## config.mk

```make
export PLATFORM = sky130hd
export DESIGN_NAME = bus_match_fifo
export DESIGN_NICKNAME = d
export VERILOG_FILES = /design/src/common/bus_match_pkg.sv /design/src/common/queue_mem_if.sv /design/src/rtl/queue_ram.sv /design/src/rtl/bus_match_fifo.sv
export SDC_FILE = /design/constraint.sdc
export NUM_CORES = 2
export LEC_CHECK = 0
export BUFFER_PORTS_ARGS = -buffer_cell sky130_fd_sc_hd__buf_4
export CORE_ASPECT_RATIO = 0.9
export CORE_MARGIN = 4
export CORE_UTILIZATION = 36
export DETAILED_ROUTE_END_ITERATION = 12
export PLACE_DENSITY = 0.53
export SLEW_MARGIN = 20
export SYNTH_ARGS = -nofsm -noshare
export SYNTH_HDL_FRONTEND = slang
export SYNTH_SLANG_ARGS = --single-unit
export TNS_END_PERCENT = 20
```

## constraint.sdc

```tcl
create_clock -name clk -period 4.85 [get_ports clk]
set_clock_uncertainty 0.15 [all_clocks]
set_input_delay 0.2425 -clock clk [delete_from_list [all_inputs] [get_ports clk]]
set_output_delay 0.2425 -clock clk [all_outputs]
set_load 0.1 [all_outputs]
```

## src/common/bus_match_pkg.sv

```systemverilog
// Contract
// - long-word mode: one Port B write stores all four lanes unchanged.
// - word mode: two writes on B17-B0; endian picks which half fills first.
// - byte mode: four writes on B8-B0; endian picks top-down or bottom-up fill.
// - long-word mode: each Port B read gives the whole long word, lanes kept.
// - word mode: two reads; endian high gives upper half first, else lower.
// - byte mode: four reads; endian high gives most significant byte first.
// - word reads leave B35-B18 undefined.
// - byte reads leave B35-B9 undefined.
// - fall-through: first A-to-B word ready on Port B within three cycles.
// - fall-through: first B-to-A word ready on Port A within three cycles.
// - standard: Port B empty flag releases next cycle after write to empty queue; the code releases it on the third edge.
// - standard: Port A empty flag releases next cycle after write to empty queue; the code releases it on the third edge.
// - narrow sizes: last word or byte read sets Port B empty, not fetch.
// - narrow sizes: Port A empty timing counts from final Port B write edge.
// - Port B read freeing full A-to-B queue releases Port A full next cycle; the code releases it on the third edge.
// - narrow sizes: Port A full release counts from final Port B read.
// - Port A read freeing full B-to-A queue releases Port B full next cycle; the code releases it on the third edge.
// - narrow sizes: final Port B write of a long word sets Port B full.
// - earlier words held aside; final write commits the assembled long word.
// - narrow reads fetch once; remaining lanes shift out from a hold register.
// - endian high means big-endian, low little-endian; ignored in long-word mode.
package bus_match_pkg;

    localparam int WORD_W = 36;
    localparam int DEPTH  = 16;
    localparam int ADDR_W = 4;
    localparam int PTR_W  = 5;
    localparam logic [PTR_W-1:0] FULL_COUNT = 5'h10;

    localparam logic [31:0] CONFIG_OFFSET = 32'h0000_0000;
    localparam logic [31:0] STATUS_OFFSET = 32'h0000_0004;

    localparam int CFG_BUS_MATCH_BIT = 0;
    localparam int CFG_SIZE_BIT      = 1;
    localparam int CFG_ORDER_BIT     = 2;
    localparam int CFG_FALL_THROUGH_MODE_BIT      = 3;
    localparam logic [3:0] CONFIG_RESET = 4'h0;

    localparam int ST_A_IN_BIT  = 0;
    localparam int ST_A_OUT_BIT = 1;
    localparam int ST_B_IN_BIT  = 2;
    localparam int ST_B_OUT_BIT = 3;

    typedef enum logic [2:0] {
        SIZE_LONG = 3'b001,
        SIZE_WORD = 3'b010,
        SIZE_BYTE = 3'b100
    } bus_size_t;

    function automatic bus_size_t sizeOf(logic busMatch, logic sizeSel);
        if (!busMatch) begin
            return SIZE_LONG;
        end
        return sizeSel ? SIZE_BYTE : SIZE_WORD;
    endfunction

    function automatic logic [1:0] lastIndex(bus_size_t s);
        case (s)
            SIZE_WORD: return 2'h1;
            SIZE_BYTE: return 2'h3;
            default:   return 2'h0;
        endcase
    endfunction

    // lane of a long word presented on the low Port B bits
    function automatic logic [WORD_W-1:0] laneOut(logic [WORD_W-1:0] word, logic [1:0] idx,
                                                  bus_size_t s, logic big);
        logic [WORD_W-1:0] r;
        logic [1:0]        slot;
        r    = '0;
        slot = big ? 2'h3 - idx : idx;
        case (s)
            SIZE_WORD: r[17:0] = (idx[0] ^ big) ? word[35:18] : word[17:0];
            SIZE_BYTE: r[8:0]  = word[9*slot +: 9];
            default:   r       = word;
        endcase
        return r;
    endfunction

    // low Port B bits merged into the long word under assembly
    function automatic logic [WORD_W-1:0] laneIn(logic [WORD_W-1:0] acc, logic [WORD_W-1:0] data,
                                                 logic [1:0] idx, bus_size_t s, logic big);
        logic [WORD_W-1:0] r;
        logic [1:0]        slot;
        r    = acc;
        slot = big ? 2'h3 - idx : idx;
        case (s)
            SIZE_WORD: begin
                if (idx[0] ^ big) begin
                    r[35:18] = data[17:0];
                end else begin
                    r[17:0] = data[17:0];
                end
            end
            SIZE_BYTE: r[9*slot +: 9] = data[8:0];
            default:   r = data;
        endcase
        return r;
    endfunction

endpackage

```

## src/common/queue_mem_if.sv

```systemverilog
`timescale 1ns/100ps
interface queue_mem_if;
    logic                                we;
    logic [bus_match_pkg::ADDR_W-1:0]    waddr;
    logic [bus_match_pkg::WORD_W-1:0]    wdata;
    logic [bus_match_pkg::ADDR_W-1:0]    raddr;
    logic [bus_match_pkg::WORD_W-1:0]    rdata;

    modport ctrl  (output we, output waddr, output wdata, output raddr, input rdata);
    modport store (input we, input waddr, input wdata, input raddr, output rdata);
endinterface

```

## src/rtl/queue_ram.sv

```systemverilog
`timescale 1ns/100ps
module queue_ram (
    // clock
    input wire logic          clk,
    // storage port
    queue_mem_if.store        mem
);
    logic [bus_match_pkg::WORD_W-1:0] cells [bus_match_pkg::DEPTH];

    always_ff @(posedge clk) begin
        if (mem.we) begin
            cells[mem.waddr] <= mem.wdata;
        end
    end

    // registered read of the addressed cell
    always_ff @(posedge clk) begin
        mem.rdata <= cells[mem.raddr];
    end
endmodule

```

## src/rtl/bus_match_fifo.sv

```systemverilog
`timescale 1ns/100ps
module bus_match_fifo (
    // clock and reset
    input  wire logic        clk,
    input  wire logic        rst_n,
    // ahb-lite register slave
    input  wire logic        hsel,
    input  wire logic [31:0] haddr,
    input  wire logic [1:0]  htrans,
    input  wire logic        hwrite,
    input  wire logic [2:0]  hsize,
    input  wire logic [31:0] hwdata,
    input  wire logic        hready,
    output logic             hreadyout,
    output logic [31:0]      hrdata,
    output logic             hresp,
    // port a
    input  wire logic        portAWriteEn,
    input  wire logic [35:0] portADataIn,
    output logic             portAInputReady,
    input  wire logic        portAReadEn,
    output logic [35:0]      portADataOut,
    output logic             portAOutputReady,
    // port b
    input  wire logic        portBWriteEn,
    input  wire logic [35:0] portBDataIn,
    output logic             portBInputReady,
    input  wire logic        portBReadEn,
    output logic [35:0]      portBDataOut,
    output logic             portBOutputReady
);
    logic [3:0]                   cfgReg;
    logic                         queueClear;
    logic                         clear;
    bus_match_pkg::bus_size_t     busSize;
    logic                         bigEnd;
    logic                         fall_through_mode;

    logic                         dataPhase;
    logic                         dataWrite;
    logic [31:0]                  dataAddr;
    logic                         cfgWrite;
    logic [3:0]                   cfgView;

    logic [4:0]                   abWrPtr;
    logic [4:0]                   abRdPtr;
    logic [4:0]                   abWrSync1;
    logic [4:0]                   abWrSync2;
    logic [4:0]                   abRdSync1;
    logic [4:0]                   abRdSync2;
    logic [4:0]                   next_abWrPtr;
    logic [4:0]                   next_abRdPtr;
    logic                         writeA;
    logic                         readB;
    logic                         lastR;
    logic                         consumeB;
    logic                         abAvail;
    logic                         loadB;
    logic [1:0]                   rdSub;
    logic [35:0]                  rdHold;
    logic [35:0]                  rdSource;

    logic [4:0]                   baWrPtr;
    logic [4:0]                   baRdPtr;
    logic [4:0]                   baWrSync1;
    logic [4:0]                   baWrSync2;
    logic [4:0]                   baRdSync1;
    logic [4:0]                   baRdSync2;
    logic [4:0]                   next_baWrPtr;
    logic [4:0]                   next_baRdPtr;
    logic                         writeB;
    logic                         lastW;
    logic                         commitB;
    logic                         readA;
    logic                         baAvail;
    logic                         loadA;
    logic [1:0]                   wrSub;
    logic [35:0]                  wrAsm;
    logic [35:0]                  next_wrAsm;

    queue_mem_if abMem ();
    queue_mem_if baMem ();

    queue_ram abRam (
        .clk (clk),
        .mem (abMem.store)
    );

    queue_ram baRam (
        .clk (clk),
        .mem (baMem.store)
    );

    // configuration decode; a config write acts as master reset
    assign busSize = bus_match_pkg::sizeOf(cfgReg[bus_match_pkg::CFG_BUS_MATCH_BIT],
                                           cfgReg[bus_match_pkg::CFG_SIZE_BIT]);
    assign bigEnd  = cfgReg[bus_match_pkg::CFG_ORDER_BIT];
    assign fall_through_mode    = cfgReg[bus_match_pkg::CFG_FALL_THROUGH_MODE_BIT];
    assign clear   = !rst_n || queueClear;

    // ahb-lite address phase capture
    always_ff @(posedge clk) begin
        if (!rst_n) begin
            dataPhase <= 1'b0;
            dataWrite <= 1'b0;
            dataAddr  <= 32'h0000_0000;
        end else if (hready) begin
            dataPhase <= hsel && htrans[1];
            dataWrite <= hwrite;
            dataAddr  <= haddr;
        end
    end

    assign cfgWrite = dataPhase && dataWrite && (dataAddr == bus_match_pkg::CONFIG_OFFSET);
    assign cfgView  = cfgWrite ? hwdata[3:0] : cfgReg;

    // config register; endian and mode are taken only with the reset it triggers
    always_ff @(posedge clk) begin
        if (!rst_n) begin
            cfgReg     <= bus_match_pkg::CONFIG_RESET;
            queueClear <= 1'b0;
        end else begin
            queueClear <= cfgWrite;
            if (cfgWrite) begin
                cfgReg <= hwdata[3:0];
            end
        end
    end

    // read data prepared at the address phase, zero wait states
    always_ff @(posedge clk) begin
        if (!rst_n) begin
            hrdata <= 32'h0000_0000;
        end else if (hready && hsel && htrans[1] && !hwrite) begin
            case (haddr)
                bus_match_pkg::CONFIG_OFFSET: hrdata <= {28'h0000000, cfgView};
                bus_match_pkg::STATUS_OFFSET: begin
                    hrdata <= 32'h0000_0000;
                    hrdata[bus_match_pkg::ST_A_IN_BIT]  <= portAInputReady;
                    hrdata[bus_match_pkg::ST_A_OUT_BIT] <= portAOutputReady;
                    hrdata[bus_match_pkg::ST_B_IN_BIT]  <= portBInputReady;
                    hrdata[bus_match_pkg::ST_B_OUT_BIT] <= portBOutputReady;
                end
                default: hrdata <= 32'h0000_0000;
            endcase
        end
    end

    always_ff @(posedge clk) begin
        if (!rst_n) begin
            hreadyout <= 1'b1;
            hresp     <= 1'b0;
        end else begin
            hreadyout <= 1'b1;
            hresp     <= 1'b0;
        end
    end

    // pointer synchronizers between the port sides
    always_ff @(posedge clk) begin
        if (clear) begin
            abWrSync1 <= 5'h00;
            abWrSync2 <= 5'h00;
            abRdSync1 <= 5'h00;
            abRdSync2 <= 5'h00;
            baWrSync1 <= 5'h00;
            baWrSync2 <= 5'h00;
            baRdSync1 <= 5'h00;
            baRdSync2 <= 5'h00;
        end else begin
            abWrSync1 <= abWrPtr;
            abWrSync2 <= abWrSync1;
            abRdSync1 <= abRdPtr;
            abRdSync2 <= abRdSync1;
            baWrSync1 <= baWrPtr;
            baWrSync2 <= baWrSync1;
            baRdSync1 <= baRdPtr;
            baRdSync2 <= baRdSync1;
        end
    end

    // a-to-b queue: port a writer
    assign writeA       = portAWriteEn && portAInputReady;
    assign next_abWrPtr = writeA ? abWrPtr + 5'h01 : abWrPtr;
    assign abMem.we     = writeA;
    assign abMem.waddr  = abWrPtr[3:0];
    assign abMem.wdata  = portADataIn;
    assign abMem.raddr  = next_abRdPtr[3:0];

    always_ff @(posedge clk) begin
        if (clear) begin
            abWrPtr         <= 5'h00;
            portAInputReady <= 1'b0;
        end else begin
            abWrPtr         <= next_abWrPtr;
            portAInputReady <= (next_abWrPtr - abRdSync2) != bus_match_pkg::FULL_COUNT;
        end
    end

    // a-to-b queue: port b reader with unpacking
    assign lastR        = rdSub == bus_match_pkg::lastIndex(busSize);
    assign readB        = portBReadEn && portBOutputReady;
    assign consumeB     = readB && lastR;
    assign next_abRdPtr = consumeB ? abRdPtr + 5'h01 : abRdPtr;
    assign abAvail      = abWrSync2 != abRdPtr;
    assign loadB        = fall_through_mode && !portBOutputReady && abAvail;
    assign rdSource     = (rdSub == 2'h0) ? abMem.rdata : rdHold;

    always_ff @(posedge clk) begin
        if (clear) begin
            abRdPtr <= 5'h00;
            rdSub   <= 2'h0;
        end else begin
            abRdPtr <= next_abRdPtr;
            if (readB) begin
                rdSub <= lastR ? 2'h0 : rdSub + 2'h1;
            end
        end
    end

    always_ff @(posedge clk) begin
        if (clear) begin
            portBOutputReady <= 1'b0;
        end else if (fall_through_mode) begin
            portBOutputReady <= consumeB ? 1'b0 : abAvail;
        end else begin
            portBOutputReady <= abWrSync2 != next_abRdPtr;
        end
    end

    always_ff @(posedge clk) begin
        if (clear) begin
            rdHold       <= 36'h000000000;
            portBDataOut <= 36'h000000000;
        end else if (loadB) begin
            rdHold       <= abMem.rdata;
            portBDataOut <= bus_match_pkg::laneOut(abMem.rdata, 2'h0, busSize, bigEnd);
        end else if (readB && fall_through_mode && !lastR) begin
            portBDataOut <= bus_match_pkg::laneOut(rdHold, rdSub + 2'h1,
                                                   busSize, bigEnd);
        end else if (readB && !fall_through_mode) begin
            if (rdSub == 2'h0) begin
                rdHold <= abMem.rdata;
            end
            portBDataOut <= bus_match_pkg::laneOut(rdSource, rdSub, busSize, bigEnd);
        end
    end

    // b-to-a queue: port b writer with packing
    assign lastW        = wrSub == bus_match_pkg::lastIndex(busSize);
    assign writeB       = portBWriteEn && portBInputReady;
    assign commitB      = writeB && lastW;
    assign next_wrAsm   = bus_match_pkg::laneIn(wrAsm, portBDataIn, wrSub, busSize, bigEnd);
    assign next_baWrPtr = commitB ? baWrPtr + 5'h01 : baWrPtr;
    assign baMem.we     = commitB;
    assign baMem.waddr  = baWrPtr[3:0];
    assign baMem.wdata  = next_wrAsm;
    assign baMem.raddr  = next_baRdPtr[3:0];

    always_ff @(posedge clk) begin
        if (clear) begin
            baWrPtr <= 5'h00;
            wrSub   <= 2'h0;
            wrAsm   <= 36'h000000000;
        end else begin
            baWrPtr <= next_baWrPtr;
            if (writeB) begin
                wrSub <= lastW ? 2'h0 : wrSub + 2'h1;
                wrAsm <= next_wrAsm;
            end
        end
    end

    always_ff @(posedge clk) begin
        if (clear) begin
            portBInputReady <= 1'b0;
        end else begin
            portBInputReady <= (next_baWrPtr - baRdSync2) != bus_match_pkg::FULL_COUNT;
        end
    end

    // b-to-a queue: port a reader
    assign readA        = portAReadEn && portAOutputReady;
    assign next_baRdPtr = readA ? baRdPtr + 5'h01 : baRdPtr;
    assign baAvail      = baWrSync2 != baRdPtr;
    assign loadA        = fall_through_mode && !portAOutputReady && baAvail;

    always_ff @(posedge clk) begin
        if (clear) begin
            baRdPtr <= 5'h00;
        end else begin
            baRdPtr <= next_baRdPtr;
        end
    end

    always_ff @(posedge clk) begin
        if (clear) begin
            portAOutputReady <= 1'b0;
        end else if (fall_through_mode) begin
            portAOutputReady <= readA ? 1'b0 : baAvail;
        end else begin
            portAOutputReady <= baWrSync2 != next_baRdPtr;
        end
    end

    always_ff @(posedge clk) begin
        if (clear) begin
            portADataOut <= 36'h000000000;
        end else if (loadA || (readA && !fall_through_mode)) begin
            portADataOut <= baMem.rdata;
        end
    end

    // checks
    ab_fall_a: assert property (@(posedge clk) disable iff (!rst_n || queueClear)
        writeA && fall_through_mode && abWrPtr == abRdPtr && !portBOutputReady |-> ##4 portBOutputReady)
        else $error("port b not ready four edges after write to empty queue");

    ba_empty_a: assert property (@(posedge clk) disable iff (!rst_n || queueClear)
        commitB && !fall_through_mode && baWrPtr == baRdPtr && !portAOutputReady |-> ##4 portAOutputReady)
        else $error("port a empty flag not released after commit");

    commit_hold_a: assert property (@(posedge clk) disable iff (!rst_n || queueClear)
        writeB && !lastW |=> baWrPtr == $past(baWrPtr))
        else $error("partial long word reached the queue");

    fetch_hold_a: assert property (@(posedge clk) disable iff (!rst_n || queueClear)
        readB && !lastR |=> abRdPtr == $past(abRdPtr))
        else $error("space released before final lane read");

    sub_wrap_a: assert property (@(posedge clk) disable iff (!rst_n || queueClear)
        readB && lastR |=> rdSub == 2'h0)
        else $error("read lane counter did not wrap");

    full_set_a: assert property (@(posedge clk) disable iff (!rst_n || queueClear)
        commitB && (baWrPtr + 5'h01 - baRdPtr) == bus_match_pkg::FULL_COUNT
        |=> !portBInputReady)
        else $error("port b not full after final write");

    empty_set_a: assert property (@(posedge clk) disable iff (!rst_n || queueClear)
        consumeB && abWrPtr == abRdPtr + 5'h01 |=> !portBOutputReady)
        else $error("port b still ready after last lane of last word");

    byte_big_a: assert property (@(posedge clk) disable iff (!rst_n || queueClear)
        writeB && busSize == bus_match_pkg::SIZE_BYTE && bigEnd && wrSub == 2'h0
        |=> wrAsm[35:27] == $past(portBDataIn[8:0]))
        else $error("first big-endian byte not in top lane");

    word_little_a: assert property (@(posedge clk) disable iff (!rst_n || queueClear)
        writeB && busSize == bus_match_pkg::SIZE_WORD && !bigEnd && wrSub == 2'h0
        |=> wrAsm[17:0] == $past(portBDataIn[17:0]))
        else $error("first little-endian word not in lower half");

    long_read_a: assert property (@(posedge clk) disable iff (!rst_n || queueClear)
        readB && busSize == bus_match_pkg::SIZE_LONG && !fall_through_mode
        |=> portBDataOut == $past(abMem.rdata))
        else $error("long word read altered lanes");
endmodule

```

Word level (Yosys, flattened, before mapping)
Memory sizes are Yosys's and may differ from the RTL's. A register that Yosys moved wholly into a read port is not among the register bits.
Index checks and enable logic that the tools add are counted.
{"block": "totals", "regBits": 283, "latchBits": 0, "ramBits": 1152, "rom_bits": 0, "out_inout_bits": 110, "elab_cells": 147, "mem_count": 2}
{"memory": "abRam.cells", "words": 16, "width": 36, "rd": 1, "rd_clocked_by_memory_dff": 1, "wr": 1, "line_no": "queue_ram.sv:8", "source": "logic [bus_match_pkg::WORD_W-1:0] cells [bus_match_pkg::DEPTH];"}
{"memory": "baRam.cells", "words": 16, "width": 36, "rd": 1, "rd_clocked_by_memory_dff": 1, "wr": 1, "line_no": "queue_ram.sv:8"}
{"block": "classes", "add_sub_neg": 12, "n_mul": 4, "n_div": 0, "n_lt_le_gt_ge": 0, "eq_ne": 12, "shifts": 5, "mux": 46, "bitwise_logic": 3, "reduce_logical": 35}
{"cell": "$mux 36", "count": 7}
{"cell": "$mux 18", "count": 8}
{"cell": "$pmux 9 s2", "count": 6}
{"cell": "$shiftx 36x7->9", "count": 3}
{"cell": "$pmux 36 s2", "count": 1}
{"cell": "$logic_not 32->1", "count": 2}
{"cell": "$bwmux 36", "count": 1}
{"cell": "$shift 9x34->36 const A", "count": 1}
{"cell": "$shiftx 9x34->36", "count": 1}
{"cell": "$neg 6->34", "count": 1}
{"cell": "$eq 32x3->1 const B", "count": 1}
{"cell": "$mul 4x2->6 const A", "count": 4}
{"cell": "$add 5x1->5 const B", "count": 4}
{"cell": "$logic_and 1x1->1", "count": 20}
{"cell": "$mux 5", "count": 4}
{"cell": "$ne 5x5->1", "count": 4}
{"cell": "$mux 2", "count": 6}
{"cell": "$ne 5x5->1 const B", "count": 2}
{"cell": "$sub 5x5->5", "count": 2}
{"cell": "$mux 1", "count": 8}
{"cell": "$pmux 4 s2", "count": 1}
{"cell": "$logic_not 1->1", "count": 6}
{"cell": "$mux 3", "count": 2}
{"cell": "$sub 2x2->2 const A", "count": 3}
{"cell": "14 further kinds", "count": 19}

Depth between registers and ports, before layout
{"block": "depth", "word_depth": 9, "ltp_mapped": 14, "mapped_depth_nobuf": 13}

By module
A second synthesis with hierarchy kept.
{"block": "hier_totals", "cells_unflattened": 3479, "hier_area_um2": 58429.8}
{"module": "queue_ram", "n_inst": 2, "cells_each": 938, "area_each_um2": 22318.9}
{"module": "bus_match_fifo", "n_inst": 1, "cells_each": 1603, "area_each_um2": 13792.0}

Least setup slack after synthesis
Ideal clock, no wire load.
{"block": "synth_path", "path_type": "flip-flop to flip-flop", "start": "register portBInputReady", "end": "memory baRam.cells[1][0] in the netlist's numbering, enable pin", "arrival_time_ns": 4.124, "required_ns": 4.226, "path_slack_ns": 0.103, "path_stages_with_launch": 5, "path_buffers": 0, "synth_period_minus_slack_ns": 4.747, "path_cell_list": "dfxtp_1 > nand2_1 > nor2_1 > nand2_1 > nor3_1"}
{"block": "synth_via", "elab_chain_cells": 4}
{"item": "start: declaration", "line_no": "bus_match_fifo.sv:27", "source": "output logic portBInputReady,"}
{"item": "start signal: assignment", "line_no": "bus_match_fifo.sv:278", "source": "portBInputReady <= (next_baWrPtr - baRdSync2) != bus_match_pkg::FULL_COUNT;"}
{"item": "$logic_and 1x1->1", "line_no": "bus_match_fifo.sv:251", "source": "assign writeB = portBWriteEn && portBInputReady;"}
{"item": "$logic_and 1x1->1", "line_no": "bus_match_fifo.sv:252", "source": "assign commitB = writeB && lastW;"}
{"item": "$mux 1", "line_no": "queue_ram.sv:11", "source": "if (mem.we) begin"}
{"item": "$mux 1 (not written as such)", "line_no": "queue_ram.sv:12", "source": "cells[mem.waddr] <= mem.wdata;"}
{"item": "end: declaration", "line_no": "queue_ram.sv:8"}
Every way passes these cells.

Worst setup path in the final report
{"block": "layout_path", "start": "register wrSub[0]", "end": "register wrAsm[24]"}
{"block": "layout_via", "elab_chain_cells": 7, "word_cells_on_any_way": 10, "classes_between": "add/sub: 2; mul: 1; shift: 2; mux: 4; bitwise: 1"}
{"item": "start: declaration", "line_no": "bus_match_fifo.sv:77", "source": "logic [1:0] wrSub;"}
{"item": "start signal: assignment", "line_no": "bus_match_fifo.sv:268", "source": "wrSub <= lastW ? 2'h0 : wrSub + 2'h1;"}
{"item": "$sub 2x2->2", "line_no": "bus_match_pkg.sv:87", "source": "slot = big ? 2'h3 - idx : idx;"}
{"item": "$mux 2", "line_no": "bus_match_pkg.sv:87"}
{"item": "$mul 4x2->6", "line_no": "bus_match_pkg.sv:96", "source": "SIZE_BYTE: r[9*slot +: 9] = data[8:0];"}
{"item": "$neg 6->34", "line_no": "bus_match_pkg.sv:96"}
{"item": "$shiftx 9x34->36 / $shift 9x34->36 (equally long branches)", "line_no": "bus_match_pkg.sv:96"}
{"item": "$bwmux 36", "line_no": "bus_match_pkg.sv:96"}
{"item": "$pmux 36 s2 *", "line_no": "bus_match_pkg.sv:88", "source": "case (s)"}
{"item": "named net baMem.wdata (one bit)", "line_no": "queue_mem_if.sv:5", "source": "logic [bus_match_pkg::WORD_W-1:0] wdata;"}
{"item": "end signal: assignment", "line_no": "bus_match_fifo.sv:269", "source": "wrAsm <= next_wrAsm;"}
{"item": "end: declaration", "line_no": "bus_match_fifo.sv:78", "source": "logic [35:0] wrAsm;"}
The timed path passes the listed nets; every way through them passes the cells marked *.
A chain may end at the register's enable or synchronous reset.

==> results.sh <==
export IMPL_status="complete, no violations"
export IMPL_syn_area_um2=62570
export IMPL_drcViolationCount=0
export IMPL_clk_latency_ns=0.80
export IMPL_initial_core_util=0.3640
export IMPL_row_count=144
export IMPL_ios=260
export IMPL_track_usage=0.1983
export IMPL_timing_critical_path_required_ns=5.43
export IMPL_io_buffers=197
export IMPL_p_total_uw=30130
export IMPL_synthArstFlopShare=0
export IMPL_max_slew_worst_pin_slew_ns=1.165
export IMPL_dieArea_um2=180500
export IMPL_fp_dieW_um=447.4
export IMPL_yosysMostFrequentCell="edfxtp_1"
export IMPL_layout_nets=4788
export IMPL_synth_compound_area_share=0.1314
export IMPL_fmax_mhz=239.2
export IMPL_synth_enable_flop_cells=1152
export IMPL_yosys_area_top_type="edfxtp_1"
export IMPL_maxCapViolCount=0
export IMPL_critPathArrivalTime_ns=4.76
export IMPL_grt_overflow=0
export IMPL_drtAntennaViolNets=0
export IMPL_p_clk_frac=0.396
export IMPL_syn2layout_area_growth_pct=18.75
export IMPL_grt_max_degree=170
export IMPL_cts_max_level=4
export IMPL_ys_top_cells_by_area="edfxtp_1, dfxtp_1, mux4_2, mux2i_1, a22o_1"
export IMPL_first_global_vias=39098
export IMPL_layout_min_cycle_time_ns=4.181
export IMPL_yosysSeqAreaShare=0.6575
export IMPL_p_comb_frac=0.126
export IMPL_grt_setup_unrepaired="false"
export IMPL_cts_sinks=1479
export IMPL_synthMuxAreaShare=0.1224
export IMPL_internal_power_uw=22130
export IMPL_p_per_area_nw_per_um2=405.6
export IMPL_cts_tree="built"
export IMPL_grt_antenna_before_repair=8
export IMPL_avgRoutedWirePerCell_um=26.05
export IMPL_syn_inst=4230
export IMPL_slew_headroom=0.2206
export IMPL_ctsResizeCount=0
export IMPL_cts_clk_slew_worst_paths_ns=0.06
export IMPL_gp_congestion=0.8183
export IMPL_setup_ws_ns=0.6694
export IMPL_n_antenna_cell=0
export IMPL_timing_hold_ws_ns=0.07703
export IMPL_hold_path_class="input port to register"
export IMPL_synth_xor_area_frac=0.006140
export IMPL_core_um2=171900
export IMPL_first_pass_iters=7
export IMPL_synth_fa_ha_area_frac=0.004800
export IMPL_synth_cell_types=70
export IMPL_min_period_over_period=0.8620
export IMPL_yosys_area_share_simple=0.04958
export IMPL_swShare=0.2656
export IMPL_drive_gt1_frac=0.1980
export IMPL_vias=39966
export IMPL_slew_viol_final=0
export IMPL_yosysTopAreaCellShare=0.5529
export IMPL_ys_warn_count=0
export IMPL_post_place_ws_ns=0.8874
export IMPL_r2r_slack_ns=0.67
export IMPL_grt_first_pass_wirelength_um=266900
export IMPL_wl_um=182700
export IMPL_drt_initial_drc_count=4092
export IMPL_tns_ns=0
export IMPL_cts_path_max_buffers=3
export IMPL_clockRootBuffer="clkbuf_16"
export IMPL_seq_power_share=0.477
export IMPL_switchingPower_uw=8004
export IMPL_cts_made_buffers=158
export IMPL_hold_violations=0
export IMPL_synth_avg_cell_area_um2=14.79
export IMPL_die_h_um=403.5
export IMPL_place_hpwl_um=108500
export IMPL_viasPerCell=5.700
export IMPL_synth_top_cells_by_count="edfxtp_1, dfxtp_1, mux2i_1, nand2_1, clkbuf_1"
export IMPL_synth_top_family_by_area="compound AO/OA/AOI/OAI gates"
export IMPL_cp_end_kind="register"
export IMPL_fin_util=0.4322
export IMPL_crit_type="register to register"
export IMPL_cp_max_fo=16
export IMPL_ys_ff_latch=1479
export IMPL_synthFlopType="edfxtp_1"
export IMPL_peakVddDrop_mv=0.4126
export IMPL_cp_start_kind="register"
export IMPL_setup_viol=0
export IMPL_power_leakage_uw=0.02481
kinds of logic after synthesis:
| logic type | after synthesis |
|---|---|
| DFF | 1479 |
| AOI/OAI and AO/OA | 1083 |
| and+or+nand+nor | 678 |
| muxes | 527 |
| buffers and inverters | 394 |
| xor gates and xnor gates | 43 |
| adders and majority gates | 24 |
| other | 2 |
power groups by stage:
stage | clock, uW | combinational [uW] | sequential [uW]
after floorplan | 0 | 2310 | 14700
after global placement | 0 | 3610 | 14600
after detailed placement | 0 | 3650 | 14600
after CTS | 12200 | 3800 | 14400
after global routing | 12800 | 4080 | 14400
final | 11900 | 3800 | 14400
state kept, by name (all words and copies together) (netlist names), 32 cells and up:
register         flops
abRam.cells        576
abRam.mem.rdata     36
baRam.cells        576
baRam.mem.rdata     36
dataAddr            32
portADataOut        36
portBDataOut        36
rdHold              36
wrAsm               36
worst paths after layout:
path,startpoint,endpoint,cells after the start
max,wrSub[0]$_SDFFE_PP0P_,wrAsm[24]$_SDFFE_PP0P_,13
min,portBDataIn[0],baRam.cells[0][18]$_DFFE_PP_,4
max reg2reg,wrSub[0]$_SDFFE_PP0P_,wrAsm[24]$_SDFFE_PP0P_,13
min reg2reg,baRdSync1[1]$_SDFF_PP0_,baRdSync2[1]$_SDFF_PP0_,1
cell usage in the layout, fill, tap and decap left out, types with 87 or more instances in the layout:
cell type	count
a22oi_1	98
a221oi_1	87
o21ai_0	133
o221ai_1	94
a21oi_1	111
clkbuf_16	162
buf_4	332
nand2_1	249
a211oi_1	97
edfxtp_1	1152
dfxtp_1	322
dlygate4sd3_1	196
mux4_2	184
o22ai_1	98
a22o_1	109
mux2i_1	280
nor2_1	183
worst max-delay path: stages (launching register included):
cell           delay, ns
dfxtp_1             0.46
xor2_1              0.17
buf_4               0.23
inv_1               0.28
ha_1                0.34
nor2b_1             0.16
nand4_1             0.11
o21ai_1             0.44
a221oi_1            0.22
nor2_1              0.22
dlygate4sd3_1       0.60
nand2_1             0.05
a21oi_1             0.13
dlygate4sd3_1       0.56
final cells by class:
class	instances	area (um^2)
clock buffers	214	4389
well taps	2263	2831
fillers	15421	97590
multi-input cells	2385	20120
inverters	43	161.4
repair buffers	547	4835
flip-flops and latches	1479	41150
clock inverters	80	808.3
repair_timing:
item | 4_1_cts | 5_1_grt
setup buffers | 0 | 0
endpoints found under the hold margin | 974 | 0
hold buffers | 196 | 0
routing by layer:
metal	vias up	global-route usage	wire length [um]
li1	17745	-	-
met1	20588	0.2782	80400
met5	-	0	27
met3	265	0.02877	10540
met2	1364	0.3229	87370
met4	4	0.05347	4322
per-stage QoR:
| step | instances | cell area, um^2 |
|---|---|---|
| 5_1_grt | 7011 | 74290 |
| 2_1_floorplan | 4258 | 62670 |
| 3_5_place_dp | 6521 | 67130 |
| 6_report | 7011 | 74290 |
| 4_1_cts | 7011 | 74290 |
| 3_3_place_gp | 6521 | 67130 |
Power figures use the tool's default switching activity.
